[src/design/bar_pkg.sv]
/*
  package for the bus-loss reaction object bank: object indices, subindices,
  reset values, reaction codes, bus states and carrier structs.
  assumes a single mclk domain and an object-dictionary style access port.
*/
package bar_pkg;
  // ==========================================================
  // object indices and subindices
  localparam logic [15:0] IDX_LOADER_INFO   = 16'h4042;
  localparam logic [15:0] IDX_LOSS_REACTION = 16'h6007;
  localparam logic [15:0] IDX_LAST_ERROR    = 16'h603f;
  localparam logic [7:0]  SUB_COUNT         = 8'h00;
  localparam logic [7:0]  SUB_VERSION       = 8'h01;
  localparam logic [7:0]  SUB_FIELDBUS      = 8'h02;
  localparam logic [7:0]  SUB_HW_CLASS      = 8'h03;
  localparam logic [31:0] LOADER_ENTRIES    = 32'h0000_0003;
  // ==========================================================
  // reset values
  localparam logic [15:0] LOSS_REACTION_RST = 16'hffff;
  localparam logic [15:0] LAST_ERROR_RST    = 16'h0000;
  localparam logic [15:0] CTRL_WORD_RST     = 16'h0000;
  localparam logic [31:0] PROC_IN_RST       = 32'h0000_0000;
  localparam logic [31:0] NO_OBJECT_RSP     = 32'h0000_0000;
  // ==========================================================
  // reaction codes (signed 16-bit setting)
  localparam logic [15:0] REACT_CLEAR_INPUTS = 16'hffff;
  localparam logic [15:0] REACT_NONE         = 16'h0000;
  localparam logic [15:0] REACT_FAULT        = 16'h0001;
  localparam logic [15:0] REACT_DISABLE_V    = 16'h0002;
  localparam logic [15:0] REACT_QUICK_STOP   = 16'h0003;

  typedef enum logic [1:0] {
    BAR_BUS_INIT,
    BAR_BUS_PREOP,
    BAR_BUS_SAFEOP,
    BAR_BUS_OP
  } bar_bus_state_t;

  // object access request from the fieldbus slave core
  typedef struct packed {
    logic        rd;
    logic        wr;
    logic [15:0] index;
    logic [7:0]  sub;
    logic [31:0] wdata;
  } bar_obj_req_t;

  // object access answer
  typedef struct packed {
    logic        ack;
    logic        abort;
    logic [31:0] rdata;
  } bar_obj_rsp_t;

  // one-cycle requests toward the drive state machine
  typedef struct packed {
    logic fault_action;
    logic quick_stop;
    logic disable_voltage;
  } bar_drive_req_t;
endpackage

[src/design/bar_loss_react.sv]
/*
  decodes the bus-loss reaction setting on a bus error into drive requests.
  assumes bus_err is a one-cycle event from the bus watchdog logic.
*/
`timescale 1ns/1ps
module bar_loss_react (
  input  wire logic                    mclk,
  input  wire logic                    arst_n,
  input  wire logic                    bus_err,
  input  wire logic [15:0]             reaction,
  output bar_pkg::bar_drive_req_t      drive_req_q,
  output logic                         clear_inputs_q
);
  // ==========================================================
  // reaction decode, at most one registered pulse per bus error
  always_ff @(posedge mclk or negedge arst_n) begin
    if (!arst_n) begin
      drive_req_q    <= '0;
      clear_inputs_q <= 1'b0;
    end else begin
      clear_inputs_q              <= bus_err && (reaction == bar_pkg::REACT_CLEAR_INPUTS);
      drive_req_q.disable_voltage <= bus_err && (reaction == bar_pkg::REACT_DISABLE_V);
      drive_req_q.fault_action    <= bus_err && (reaction == bar_pkg::REACT_FAULT);
      drive_req_q.quick_stop      <= bus_err && (reaction == bar_pkg::REACT_QUICK_STOP);
    end
  end
endmodule

[src/design/bar_objects.sv]
/*
  bus-loss reaction object bank: loader information, reaction setting,
  last error code, bus state fallback and process-input clearing.
  assumes requests come from a fieldbus slave core in the mclk domain,
  at most one per cycle, and bus_err is a one-cycle pulse.
*/
`timescale 1ns/1ps
module bar_objects #(
  parameter logic [15:0] LOADER_MAJOR = 16'h0001, // arbitrary
  parameter logic [15:0] LOADER_MINOR = 16'h0000, // arbitrary
  parameter logic [31:0] LOADER_BUSES = 32'h0000_0001, // arbitrary
  parameter logic [31:0] LOADER_CLASS = 32'h0000_0000  // arbitrary
) (
  input  wire logic                    mclk,
  input  wire logic                    arst_n,
  input  bar_pkg::bar_obj_req_t        req,
  output bar_pkg::bar_obj_rsp_t        rsp_q,
  input  wire logic                    restore_vld,
  input  wire logic [15:0]             restore_val,
  input  wire logic                    bus_go_op,
  input  wire logic                    bus_go_preop,
  input  wire logic                    bus_err,
  input  wire logic                    hist_push,
  input  wire logic [31:0]             hist_entry,
  input  wire logic                    pin_wr,
  input  wire logic [31:0]             pin_val,
  input  wire logic                    ctrl_wr,
  input  wire logic [15:0]             ctrl_val,
  output logic [31:0]                  proc_in_q,
  output logic [15:0]                  ctrl_word_q,
  output bar_pkg::bar_bus_state_t      bus_state_q,
  output bar_pkg::bar_drive_req_t      drive_req_q,
  output logic [15:0]                  reaction_q,
  output logic [15:0]                  last_error_q
);
  logic clear_inputs_q;

  function automatic logic hit(input bar_pkg::bar_obj_req_t r, input logic [15:0] idx);
    hit = r.index == idx;
  endfunction

  // ==========================================================
  // reaction decode
  bar_loss_react u_react (
    .mclk           (mclk),
    .arst_n         (arst_n),
    .bus_err        (bus_err),
    .reaction       (reaction_q),
    .drive_req_q    (drive_req_q),
    .clear_inputs_q (clear_inputs_q)
  );

  // ==========================================================
  // reaction setting; a restore beats a master write in the same cycle
  always_ff @(posedge mclk or negedge arst_n) begin
    if (!arst_n) begin
      reaction_q <= bar_pkg::LOSS_REACTION_RST;
    end else if (restore_vld) begin
      reaction_q <= restore_val;
    end else if (req.wr && hit(req, bar_pkg::IDX_LOSS_REACTION)) begin
      reaction_q <= req.wdata[15:0];
    end
  end

  // ==========================================================
  // last error follows the newest history entry
  always_ff @(posedge mclk or negedge arst_n) begin
    if (!arst_n) begin
      last_error_q <= bar_pkg::LAST_ERROR_RST;
    end else if (hist_push) begin
      last_error_q <= hist_entry[15:0];
    end
  end

  // ==========================================================
  // bus state; error fallback wins over a request to go operational
  always_ff @(posedge mclk or negedge arst_n) begin
    if (!arst_n) begin
      bus_state_q <= bar_pkg::BAR_BUS_INIT;
    end else begin
      case (bus_state_q)
        bar_pkg::BAR_BUS_OP: begin
          if (bus_err) begin
            bus_state_q <= bar_pkg::BAR_BUS_SAFEOP;
          end
        end
        bar_pkg::BAR_BUS_INIT: begin
          if (bus_go_preop) begin
            bus_state_q <= bar_pkg::BAR_BUS_PREOP;
          end
        end
        bar_pkg::BAR_BUS_PREOP,
        bar_pkg::BAR_BUS_SAFEOP: begin
          if (bus_go_op && !bus_err) begin
            bus_state_q <= bar_pkg::BAR_BUS_OP;
          end
        end
        default: begin
          bus_state_q <= bar_pkg::BAR_BUS_INIT;
        end
      endcase
    end
  end

  // ==========================================================
  // process inputs and control word; the clear wins over a late write,
  // so no stale master value survives a bus loss with the reaction set to REACT_CLEAR_INPUTS
  always_ff @(posedge mclk or negedge arst_n) begin
    if (!arst_n) begin
      proc_in_q <= bar_pkg::PROC_IN_RST;
    end else if (clear_inputs_q) begin
      proc_in_q <= bar_pkg::PROC_IN_RST;
    end else if (pin_wr) begin
      proc_in_q <= pin_val;
    end
  end

  always_ff @(posedge mclk or negedge arst_n) begin
    if (!arst_n) begin
      ctrl_word_q <= bar_pkg::CTRL_WORD_RST;
    end else if (clear_inputs_q) begin
      ctrl_word_q <= bar_pkg::CTRL_WORD_RST;
    end else if (ctrl_wr) begin
      ctrl_word_q <= ctrl_val;
    end
  end

  // ==========================================================
  // object read port, answer one cycle after the request
  always_ff @(posedge mclk or negedge arst_n) begin
    if (!arst_n) begin
      rsp_q <= '0;
    end else begin
      rsp_q.ack   <= req.rd || req.wr;
      rsp_q.abort <= 1'b0;
      rsp_q.rdata <= bar_pkg::NO_OBJECT_RSP;
      if (req.rd && hit(req, bar_pkg::IDX_LOADER_INFO)) begin
        case (req.sub)
          bar_pkg::SUB_COUNT:    rsp_q.rdata <= bar_pkg::LOADER_ENTRIES;
          bar_pkg::SUB_VERSION:  rsp_q.rdata <= {LOADER_MAJOR, LOADER_MINOR};
          bar_pkg::SUB_FIELDBUS: rsp_q.rdata <= LOADER_BUSES;
          bar_pkg::SUB_HW_CLASS: rsp_q.rdata <= LOADER_CLASS;
          default:               rsp_q.abort <= 1'b1;
        endcase
      end else if (req.rd && hit(req, bar_pkg::IDX_LOSS_REACTION)) begin
        rsp_q.rdata <= {16'h0000, reaction_q};
      end else if (req.rd && hit(req, bar_pkg::IDX_LAST_ERROR)) begin
        rsp_q.rdata <= {16'h0000, last_error_q};
      end else if (req.rd) begin
        rsp_q.abort <= 1'b1;
      end else if (req.wr && !hit(req, bar_pkg::IDX_LOSS_REACTION)) begin
        rsp_q.abort <= 1'b1; // read-only or unknown object
      end
    end
  end
endmodule

[config.mk]
export PLATFORM = sky130hd
export DESIGN_NAME = bar_objects
export DESIGN_NICKNAME = d
export VERILOG_FILES = /design/src/design/bar_pkg.sv /design/src/design/bar_loss_react.sv /design/src/design/bar_objects.sv
export SDC_FILE = /design/constraint.sdc
export NUM_CORES = 1
export LEC_CHECK = 0
export BUFFER_PORTS_ARGS = -buffer_cell sky130_fd_sc_hd__buf_2
export CAP_MARGIN = 20
export CORE_AREA = 2 2 110 112
export CTS_CLUSTER_SIZE = 16
export DETAILED_ROUTE_END_ITERATION = 16
export DIE_AREA = 0 0 112 114
export PLACE_DENSITY = 0.76
export SETUP_SLACK_MARGIN = 0.3
export SYNTH_ARGS = -nofsm -noshare
export SYNTH_HDL_FRONTEND = slang
export SYNTH_SLANG_ARGS = --single-unit
[constraint.sdc]
create_clock -name mclk -period 1.6 [get_ports mclk]
set_clock_uncertainty 0.05 [all_clocks]
set_input_delay 0.08 -clock mclk [delete_from_list [all_inputs] [get_ports mclk]]
set_output_delay 0.08 -clock mclk [all_outputs]
set_load 0.05 [all_outputs]
---- Yosys cells after proc, flatten, opt, wreduce, memory -nomap -nowiden ----
Index checks and enable logic that the tools add are counted.
cells by class
  bitwise operators ....................... 0
  $lt $le $gt $ge ......................... 0
  muxes and demuxes ....................... 19
  $mul .................................... 0
  add/subtract/negate cells ............... 0
  divide/modulo/power cells ............... 0
  reductions and logical operators ........ 21
  shift operators ......................... 0
  equality and inequality tests ........... 16
operators with widths
  operator              count
  $mux 16               6
  $mux 32               2
  $pmux 17 s3           1
  $eq 16x15->1 const B  3
  $mux 33               1
  $eq 16x2->1 const B   2
  $eq 16x1->1 const B   1
  $eq 16x16->1 const B  1
  $eq 8x2->1 const B    2
  $logic_and 1x1->1     10
  $eq 8x1->1 const B    1
  $logic_not 8->1       1
  $mux 2                3
  $ne 2x2->1 const B    3
  $pmux 2 s3            1
  $reduce_bool 2->1     3
  $mux 1                5
  $eq 2x2->1 const B    2
  $reduce_or 4->1       1
  $reduce_and 3->1      1
  $eq 2x1->1 const B    1
  $logic_not 1->1       2
  $logic_not 2->1       1
  $reduce_or 2->1       1
  $logic_or 1x1->1      1
storage, ports and cells
  input bits .............................. 163
  output and inout bits ................... 119
  logic and storage cells ................. 68
  latch bits .............................. 0
  bits in registers ....................... 120
  memories kept ........................... 0
  bits in read-only memories .............. 0
  memory bits (writable) .................. 0

---- Longest topological paths before layout ----
Gate-level depths: netlist (run 1).
  word-level depth ........................ 8
  depth in mapped cells ................... 6
  mapped depth without buffers ............ 5

---- Cells and area by module ----
From an unflattened synthesis (run 1), not the netlist that was laid out.
second synthesis, totals
  cell total of the unflattened synthesis .. 410
  area, all modules ....................... 4743.3 um^2
by module, submodules not included
  module          area an instance (um^2)  times used  seq. area each (um^2)  cells each
  bar_objects     4555.6                   1           2547.4                 390
  bar_loss_react  187.7                    1           100.1                  20

---- Least setup slack after synthesis (run 1) ----
Ideal clock, no wire load.
  kind .................................... flip-flop to flip-flop
  start ................................... register bus_state_q[0]
  end ..................................... register bus_state_q[0]
  cell stages (with the launch flop) ...... 5
  setup time .............................. 79 ps
  buffers on the path ..................... 0
  data required time ...................... 1471 ps
  period minus slack after synthesis ...... 1825 ps
  arrival time ............................ 1695 ps
  slack ................................... -225 ps
  path through ............................ dfrtp_1 -> inv_1 -> ha_1 -> a222oi_1 -> mux2i_1
on the way
  cells in the longest elaborated chain, start to end .. 4
  elaborated cells between the ends (all ways) .. 10
  classes of those cells .................. eq/ne (6); mux (1); reduce/logical (3)
RTL lines
  what                                      line               source
  start: declaration                        bar_objects.sv:31  output bar_pkg::bar_bus_state_t bus_state_q,
  start signal: assignment                  bar_objects.sv:79  bus_state_q <= bar_pkg::BAR_BUS_INIT;
  start signal: assignment                  bar_objects.sv:84  bus_state_q <= bar_pkg::BAR_BUS_SAFEOP;
  start signal: assignment                  bar_objects.sv:89  bus_state_q <= bar_pkg::BAR_BUS_PREOP;
  $eq 2x1->1 or $eq 2x2->1 (tied branches)  bar_objects.sv:81  case (bus_state_q)
  $reduce_or 2->1                           bar_objects.sv:81
  $ne 2x2->1 (no line)                      n/a
  $reduce_and 3->1 (no line)                n/a
Several ways; a longest one is shown, not always the timed one.
A chain may end at the register's enable or synchronous reset.

---- Worst setup path after layout (run 1) ----
Same ends and word-level chain as after synthesis.

==> results of run 1 <==
-- final timing paths --
path	startpoint	endpoint	slack, ps	depth (start not counted)
max reg2reg	bus_state_q[0]	bus_state_q[0]	160	5
max in group asynchronous	arst_n	bus_state_q[1]	770	3
min in group asynchronous	arst_n	proc_in_q[8]	160	2
min reg2reg	proc_in_q[30]	proc_in_q[30]	470	2
max	bus_state_q[0]	bus_state_q[0]	160	5
min	req[7]	reaction_q[7]	20	3
-- power by group --
group          internal [W]  switching, W
Sequential          0.00290      0.000213
Clock               0.00119      0.000927
Combinational      0.000721       0.00138
-- worst max-delay path, cell delays in order, from the launching register on --
cell      delay [ps]
dfrtp_2          440
inv_2            100
ha_4             200
a222oi_1         220
buf_4            190
mux2i_1          180
-- cells in the mapped netlist --
library cell	number
a21oi_1	17
a222oi_1	1
a22oi_1	16
a41oi_1	16
and3_1	4
and4_1	1
and4bb_1	1
buf_1	1
buf_2	9
buf_4	15
buf_6	1
buf_8	1
clkbuf_1	16
conb_1	1
dfrtp_1	89
dfstp_2	16
ha_1	4
inv_1	5
mux2_2	16
mux2i_1	49
nand2_1	2
nand2b_1	1
nand3_1	1
nand4_1	5
nand4_2	1
nand4_4	1
nor2_1	66
nor2b_1	16
nor3_1	1
nor3_2	1
nor3_4	1
nor3b_1	3
nor4_1	4
nor4b_1	2
nor4b_4	1
o2111a_1	1
o21ai_0	16
o22ai_1	1
o32ai_2	1
or2_2	1
-- area by class of cell --
class                   count  area [µm²]  share of cell area, %
flip-flops and latches    105        2650                  35.75
repair buffers            342        2341                  31.58
clock inverters             3       23.77                 0.3207
inverters                   5       18.77                 0.2532
multi-input cells         266        1926                  25.97
well taps                 147       183.9                  2.481
clock buffers              13       270.3                  3.646
-- flip-flops by register name, summed over array words and instances, names as in the netlist --
name	count
proc_in_q	32
rsp_q	19
ctrl_word_q	16
last_error_q	16
reaction_q	16
u_react.drive_req_q	3
bus_state_q	2
u_react.clear_inputs_q	1
-- metrics by stage --
step / setup WS (ps) / instance area, µm² / total power, W
finish: 155.5 / 7413 / 0.007333
global route: 56.35 / 7413 / 0.007623
CTS: 185.5 / 7326 / 0.007279
detailed placement: 17.80 / 6027 / 0.004930
global placement: 70.65 / 6027 / 0.004887
floorplan: 11.19 / 4767 / 0.004354
-- cells by family after synthesis --
kind of cell | count (synthesis) | share of synthesized area [%]
AO/OA/AOI/OAI | 69 | 9.958
other | 1 | 0.07958
adder cells (fa/ha/maj) | 4 | 1.062
flip-flops | 105 | 56.19
multiplexers | 65 | 14.23
AND/OR/NAND/NOR | 113 | 12.83
buffers and inverters | 48 | 5.656
-- per-layer routing --
| layer | vias to the layer above | global-route usage (%) | share of wire [%] |
|---|---|---|---|
| met3 | 39 | 4.410 | 6.7 |
| met5 | - | 0 | 0 |
| met4 | 0 | 10.49 | 3.4 |
| li1 | 2058 | - | - |
| met1 | 2193 | 29.26 | 39 |
| met2 | 281 | 43.11 | 51 |
-- what timing repair did --
action	CTS	global route
gates resized for setup	35	13
hold endpoints to repair	166	0
endpoints found under the setup margin	22	31
pin swaps	3	8
hold buffers	83	0
setup buffers	5	5
==> results_dict.tcl, run 1 <==
set metrics [dict create \
    grt_usage_pct 24.32 \
    num_rows 40 \
    postSynthCellCount 405 \
    ys_ff_latch 105 \
    tns_ps 0 \
    finalSetupViolCount 0 \
    initial_core_util_pct 40.24 \
    cts_tree "done" \
    rsz0062_at_grt "true" \
    overflow 0 \
    path_max_fanout 4 \
    clock-sinks 105 \
    synth.distinct_cells 40 \
    n_antenna_cell 0 \
    critPathCaptureType "flop" \
    layout_commonest_cell "buf_2" \
    io_buffers 234 \
    slew_viol_final 0 \
    antenna_found_initial 0 \
    first_pass_iters 5 \
    die_x_um 112 \
    place_inst 772 \
    drt_drc_violations_left 0 \
    fin_cells 881 \
    grt_max_degree 49 \
    finalNetCount 896 \
    final_cell_mix "buf_2 (217), dfrtp_1 (87), dlygate4sd3_1 (83)" \
    drive_gt1_share_pct 44.69 \
    synth.largest_area_cell "dfrtp_1" \
    finalCritPeriodShare_pct 90.28 \
    avgSynthCellArea_um2 11.63 \
    routabilityCongestion 0.8992 \
    worstSkewPairLatency_ps 340 \
    cts-root-buf "clkbuf_16" \
    drtAntennaViolNets 0 \
    first_global_vias 4655 \
    cp.required_ps 1800 \
    startpoint_type "flop" \
    dieArea_mm2 0.01277 \
    cts_buffers 9 \
    fillers 864 \
    wl_per_cell_um 17.72 \
    grt_pass1_wl_um 24430 \
    status "completed" \
    peakVddDrop_mv 0.5926 \
    final_util_pct 63.30 \
    clock.fmax_ghz 0.6923 \
    period_needed_ps 1444 \
    holdWs_ps 15.41 \
    drtIter0Drc 404 \
    synth_top_area_share_pct 47.27 \
    cts_max_level 3 \
    hpwl_um 9849 \
    area_growth_pct 57.33 \
    fp.dieH_um 114 \
    max-cap-violations 0 \
    yosys_warnings 0 \
    ys_seq_area_share_pct 56.19 \
    io_pins 282 \
    leakagePower_nw 3.656 \
    vias 4571 \
    p_per_area_mw_per_mm2 989.1 \
    core-area_mm2 0.01171 \
    clock_path_buffers 2 \
    netlist_area_mm2 0.004712 \
    critPathKind "reg2reg" \
    clkTransAtPathRegs_ps 70 \
    ys_top_cells_by_area "dfrtp_1 (47%), mux2i_1 (10%), dfstp_2 (8.9%), nor2_1 (5.3%), mux2_2 (3.8%)" \
    hold_violations 0 \
    arrival_ps 1650 \
    postRouteWirelength_um 15610 \
    vias_per_cell 5.188 \
    holdCritPathClass "in2reg" \
]
Note: power is estimated with default switching activity, not from simulation.
==> run 2, diff against run 1 <==
- CELL_PAD_IN_SITES_DETAIL_PLACEMENT: unset -> 1
- CELL_PAD_IN_SITES_GLOBAL_PLACEMENT: unset -> 1
- CORE_AREA: 2 2 110 112 -> unset
- CORE_MARGIN: unset -> 1.5
- CORE_UTILIZATION: unset -> 32
- DIE_AREA: 0 0 112 114 -> unset
- PLACE_DENSITY: 0.76 -> unset
- PLACE_DENSITY_LB_ADDON: unset -> 0.1
- REMOVE_ABC_BUFFERS: unset -> 1
==> run 2 against run 1 <==
  * Via count fell by 4.4%
  * Global-route usage decreased by 3.9 points
  * Critical path type unchanged
  * Non-clock buffer count is 2 higher
  * Die area up 21%
  * Sequential share of layout area fell by 0.21 points
  * Largest power group unchanged
==> results_dict.tcl, run 2 (synthesis gave the netlist of run 1 again) <==
set metrics [dict create \
    drtIter0Drc 168 \
    fin_area_mm2 0.007450 \
    worstSkewPairLatency_ps 340 \
    postRouteWirelength_um 15640 \
    status "completed" \
    hold_violations 0 \
    finalSetupViolCount 0 \
    largest_reg_flops 32 \
    critPathKind "reg2reg" \
    register_area_mm2 0.002648 \
    place_inst 808 \
    initial_core_util_pct 32.54 \
    die_x_um 124.3 \
    peakVddDrop_mv 0.4211 \
    num_rows 44 \
    grt_max_degree 58 \
    slew_viol_final 0 \
    io_pins 282 \
    grt_pass1_wl_um 25520 \
    vias 4372 \
    cts-root-buf "clkbuf_16" \
    clock-sinks 105 \
    core-area_mm2 0.01448 \
    rsz0062_at_grt "true" \
    final_util_pct 51.45 \
    n_antenna_cell 0 \
    clock_path_buffers 2 \
    vias_per_cell 4.752 \
    cts_buffers 9 \
    wl_per_cell_um 17.00 \
    comb_power_share_pct 29.3 \
    io_buffers 234 \
    fp.dieH_um 124.3 \
    fillers 1617 \
    first_global_vias 4823 \
    dpl_cell_area_mm2 0.006088 \
    worst_slew_pin_slew_ps 510.6 \
    drive_gt1_share_pct 43.07 \
    fin_cells 920 \
    dieArea_mm2 0.01546 \
    layout_commonest_cell "buf_2" \
    first_pass_iters 4 \
    p_per_area_mw_per_mm2 966.6 \
    drtAntennaViolNets 0 \
    max-cap-violations 0 \
    grt_usage_pct 20.44 \
    arrival_ps 1690 \
    routabilityCongestion 0.7710 \
    finalCritPeriodShare_pct 92.48 \
    finalNetCount 898 \
    clkTransAtPathRegs_ps 70 \
    cts_tree "done" \
    holdCritPathClass "in2reg" \
    clock.fmax_ghz 0.6758 \
    critPathCaptureType "flop" \
    hpwl_um 10280 \
    leakagePower_nw 3.656 \
    drt_drc_violations_left 0 \
    seq_power_share_pct 42.9 \
    cts_max_level 3 \
    p_total_w 0.007201 \
    area_growth_pct 58.10 \
    multi_input_area_mm2 0.001899 \
    cp.required_ps 1810 \
    overflow 0 \
    reg_top3 "proc_in_q (32), rsp_q (19)" \
    period_needed_ps 1480 \
    max_slew_margin_pct 65.96 \
    switching_power_w 0.002513 \
    startpoint_type "flop" \
    top_register "proc_in_q" \
    clockPowerShare_pct 27.8 \
    sw_frac_of_total_pct 34.90 \
    antenna_found_initial 0 \
    internal_power_w 0.004688 \
    final_cell_mix "buf_2 (217), dfrtp_1 (89), dlygate4sd3_1 (89)" \
    path_max_fanout 4 \
]
run 2: cell count changes in the layout (fill, tap and decap cells not counted), moves of 3 or more:
cell	delta
dlygate4sd3_1	+6
clkbuf_8	-3
buf_4	-5
clkinv_2	+3
run 2: per-layer routing:
metal	track usage (%)	up-vias	wire [µm]
met5	0	-	0
met4	5.747	0	197
met3	4.167	13	902
met2	35.46	171	7932
met1	25.83	2125	6603
li1	-	2063	-
run 2: worst max-delay path, stage by stage (launching register included):
cell and delay (ps):
dfrtp_1 430, inv_2 110, ha_4 200, a222oi_1 240, buf_4 200, mux2i_1 180
run 2: final timing paths:
check | to | cells after the start | from | slack [ps]
setup reg to reg | bus_state_q[0] | 5 | bus_state_q[0] | 120
hold reg to reg | proc_in_q[9] | 2 | proc_in_q[9] | 470
hold / removal | reaction_q[4] | 3 | req[4] | 20
max in group asynchronous | u_react.clear_inputs_q | 3 | arst_n | 920
min in group asynchronous | proc_in_q[0] | 2 | arst_n | 50
setup / recovery | bus_state_q[0] | 5 | bus_state_q[0] | 120
run 2: through the flow:
step | hold slack, ps | worst slack, ps | setup TNS (ps)
after floorplan | -265.6 | -224.5 | -409.4
after global placement | -137.3 | 107.6 | 0
after detailed placement | -138.6 | -23.01 | -23.01
after CTS | 0.4603 | 173.7 | 0
after global routing | 15.76 | 55.80 | 0
final | 21.04 | 120.3 | 0
run 2: repair_timing:
item | 4_1_cts | 5_1_grt
setup buffers | 6 | 1
setup endpoints to repair | 22 | 13
pin swaps | 6 | 3
hold endpoints to repair | 189 | 0
hold buffers | 89 | 0
resized for setup | 35 | 8
run 2: power groups by stage:
| stage | clock network [W] | logic (W) | registers, W |
|---|---|---|---|
| after floorplan | 0 | 0.000415 | 0.00386 |
| after global placement | 0 | 0.00179 | 0.00311 |
| after detailed placement | 0 | 0.00181 | 0.00312 |
| after CTS | 0.00210 | 0.00208 | 0.00309 |
| after global routing | 0.00218 | 0.00223 | 0.00312 |
| final | 0.00200 | 0.00211 | 0.00309 |
run 2: area by class of cell:
cell class	instances	area share, %
Sequential cell	105	35.54
Clock inverter	5	0.4367
Timing Repair Buffer	344	32.06
Clock buffer	11	3.124
Multi-Input combinational cell	266	25.50
Tap cell	184	3.090
Inverter	5	0.2519
==> run 3, diff against run 2 <==
- CORE_UTILIZATION: 32 -> 33
- CTS_BUF_LIST: unset -> sky130_fd_sc_hd__clkbuf_4 sky130_fd_sc_hd__clkbuf_8
==> run 3 against run 2 <==
  * Cell area grew 4.4%
  * Fmax shrank 3.7%
  * Die area shrank 3.0%
  * Total power shrank 1.3%
  * Count of clock-buffer cells in the layout grew 1
  * Core utilization grew 4.3 points
  * Critical path depth is the same
  * Clock power shrank 15%
  * Non-clock buffer count grew 35
  * Combinational power grew 10%
  * Critical endpoint unchanged
  * Largest cell class is now non-clock buffers
==> results_dict.tcl, run 3 (synthesis gave the netlist of run 1 again) <==
set metrics [dict create \
    largest_reg_flops 32 \
    dieArea_mm2 0.01501 \
    clock-sinks 105 \
    register_area_mm2 0.002648 \
    die_x_um 122.5 \
    vias 4593 \
    slew_viol_final 0 \
    holdWs_ps 18.17 \
    peakVddDrop_mv 0.3942 \
    hold_violations 0 \
    period_needed_ps 1536 \
    holdCritPathClass "in2reg" \
    core-area_mm2 0.01393 \
    antenna_found_initial 0 \
    n_antenna_cell 0 \
    area_growth_pct 65.00 \
    initial_core_util_pct 33.82 \
    cts_max_level 3 \
    place_inst 804 \
    layout_commonest_cell "buf_2" \
    drtAntennaViolNets 0 \
    postRouteWirelength_um 16880 \
    clkTransAtPathRegs_ps 100 \
    cp.required_ps 1850 \
    grt_max_degree 49 \
    drt_drc_violations_left 0 \
    finalNetCount 933 \
    leakagePower_nw 3.817 \
    first_global_vias 4886 \
    drtIter0Drc 191 \
    critPathCaptureType "flop" \
    cts_tree "done" \
    clock.fmax_ghz 0.6510 \
    top_register "proc_in_q" \
    clock_path_buffers 2 \
    fillers 1523 \
    grt_usage_pct 22.65 \
    final_cell_mix "buf_2 (217), dlygate4sd3_1 (100), dfrtp_1 (89)" \
    cts_buffers 9 \
    io_buffers 234 \
    critPathKind "reg2reg" \
    status "completed" \
    hpwl_um 10570 \
    overflow 0 \
    r2r_slack_ps 60 \
    routabilityCongestion 0.7580 \
    vias_per_cell 4.835 \
    first_pass_iters 4 \
    num_rows 43 \
    p_per_area_mw_per_mm2 913.8 \
    io_pins 282 \
    rsz0062_at_grt "true" \
    reg_top3 "proc_in_q (32), rsp_q (19)" \
    fin_cells 950 \
    crit_path_max_incr_delay_ps 440 \
    path_cells "inv_2 > ha_4 > a222oi_1 > buf_4 > mux2i_2" \
    worstSkewPairLatency_ps 380 \
    finalCritPeriodShare_pct 96.01 \
    cpMaxStageDelayCell "dfrtp_1" \
    fp.dieH_um 122.5 \
    startpoint_type "flop" \
    grt_pass1_wl_um 25960 \
    path_max_fanout 4 \
    drive_gt1_share_pct 44.94 \
    wl_per_cell_um 17.76 \
    max-cap-violations 0 \
    multi_input_area_mm2 0.001927 \
    cts-root-buf "clkbuf_8" \
    arrival_ps 1790 \
    finalSetupViolCount 0 \
]
==> run 3: cell count changes in the layout (fill, tap and decap cells not counted), sizes merged <==
cell         change
buf             +24
dlygate4sd3     +11
clkinv           -3
bufinv           +1
clkbuf           +1
==> run 3: routing by layer <==
| metal | part of all wire [%] | wire (µm) | vias to the layer above | global-route usage, % |
|---|---|---|---|---|
| met3 | 7.6 | 1284 | 22 | 6.041 |
| met2 | 50 | 8476 | 201 | 39.56 |
| li1 | - | - | 2128 | - |
| met5 | 0 | 0 | - | 0 |
| met4 | 1.8 | 306 | 0 | 7.776 |
| met1 | 40 | 6809 | 2242 | 26.90 |
==> run 3: worst max-delay path: cells and delay by family, from the launching register on <==
kind            cells  cell delay [ps]
compound gates      1              240
mux                 1              210
buf+inv             2              310
flops               1              440
fa+ha+maj           1              200
==> run 3: path summary, 6_finish.rpt <==
path,end,depth (start not counted),from
setup reg to reg,bus_state_q[0],5,bus_state_q[1]
hold / removal,reaction_q[9],3,req[9]
min in group asynchronous,ctrl_word_q[7],2,arst_n
setup / recovery,bus_state_q[0],5,bus_state_q[1]
hold reg to reg,proc_in_q[23],2,proc_in_q[23]
max in group asynchronous,reaction_q[13],3,arst_n
==> run 3: through the flow <==
stage / area, µm² / util (%) / setup slack [ps] / power, W / TNS, ps
detailed placement: 6083 / 43.66 / -63.84 / 0.004944 / -93.12
global route: 7775 / 55.80 / 28.82 / 0.007427 / 0
floorplan: 4517 / - / -224.5 / 0.004272 / -409.4
global placement: 6083 / 43.66 / 107.3 / 0.004891 / 0
finish: 7775 / 55.80 / 63.85 / 0.007105 / 0
CTS: 7591 / 54.48 / 131.5 / 0.007035 / 0
==> run 3: area by class of cell <==
cell class                      count  area share, %
Clock buffer                       12          2.044
Clock inverter                      3         0.5150
Inverter                            5         0.2414
Multi-Input combinational cell    266          24.78
Sequential cell                   105          34.05
Tap cell                          180          2.897
Timing Repair Buffer              379          35.47
==> run 3: repair_timing <==
action | CTS | global route
gates resized for setup | 54 | 15
endpoints found under the hold margin | 174 | 0
buffers inserted | 14 | 17
setup endpoints to repair | 21 | 20
cloned | 0 | 0
hold buffers | 100 | 0
pin swaps | 6 | 8
==> run 3: where the power goes <==
group	switching [W]	internal [W]
Combinational	0.00145	0.000869
Clock	0.000895	0.000814
Sequential	0.000181	0.00290
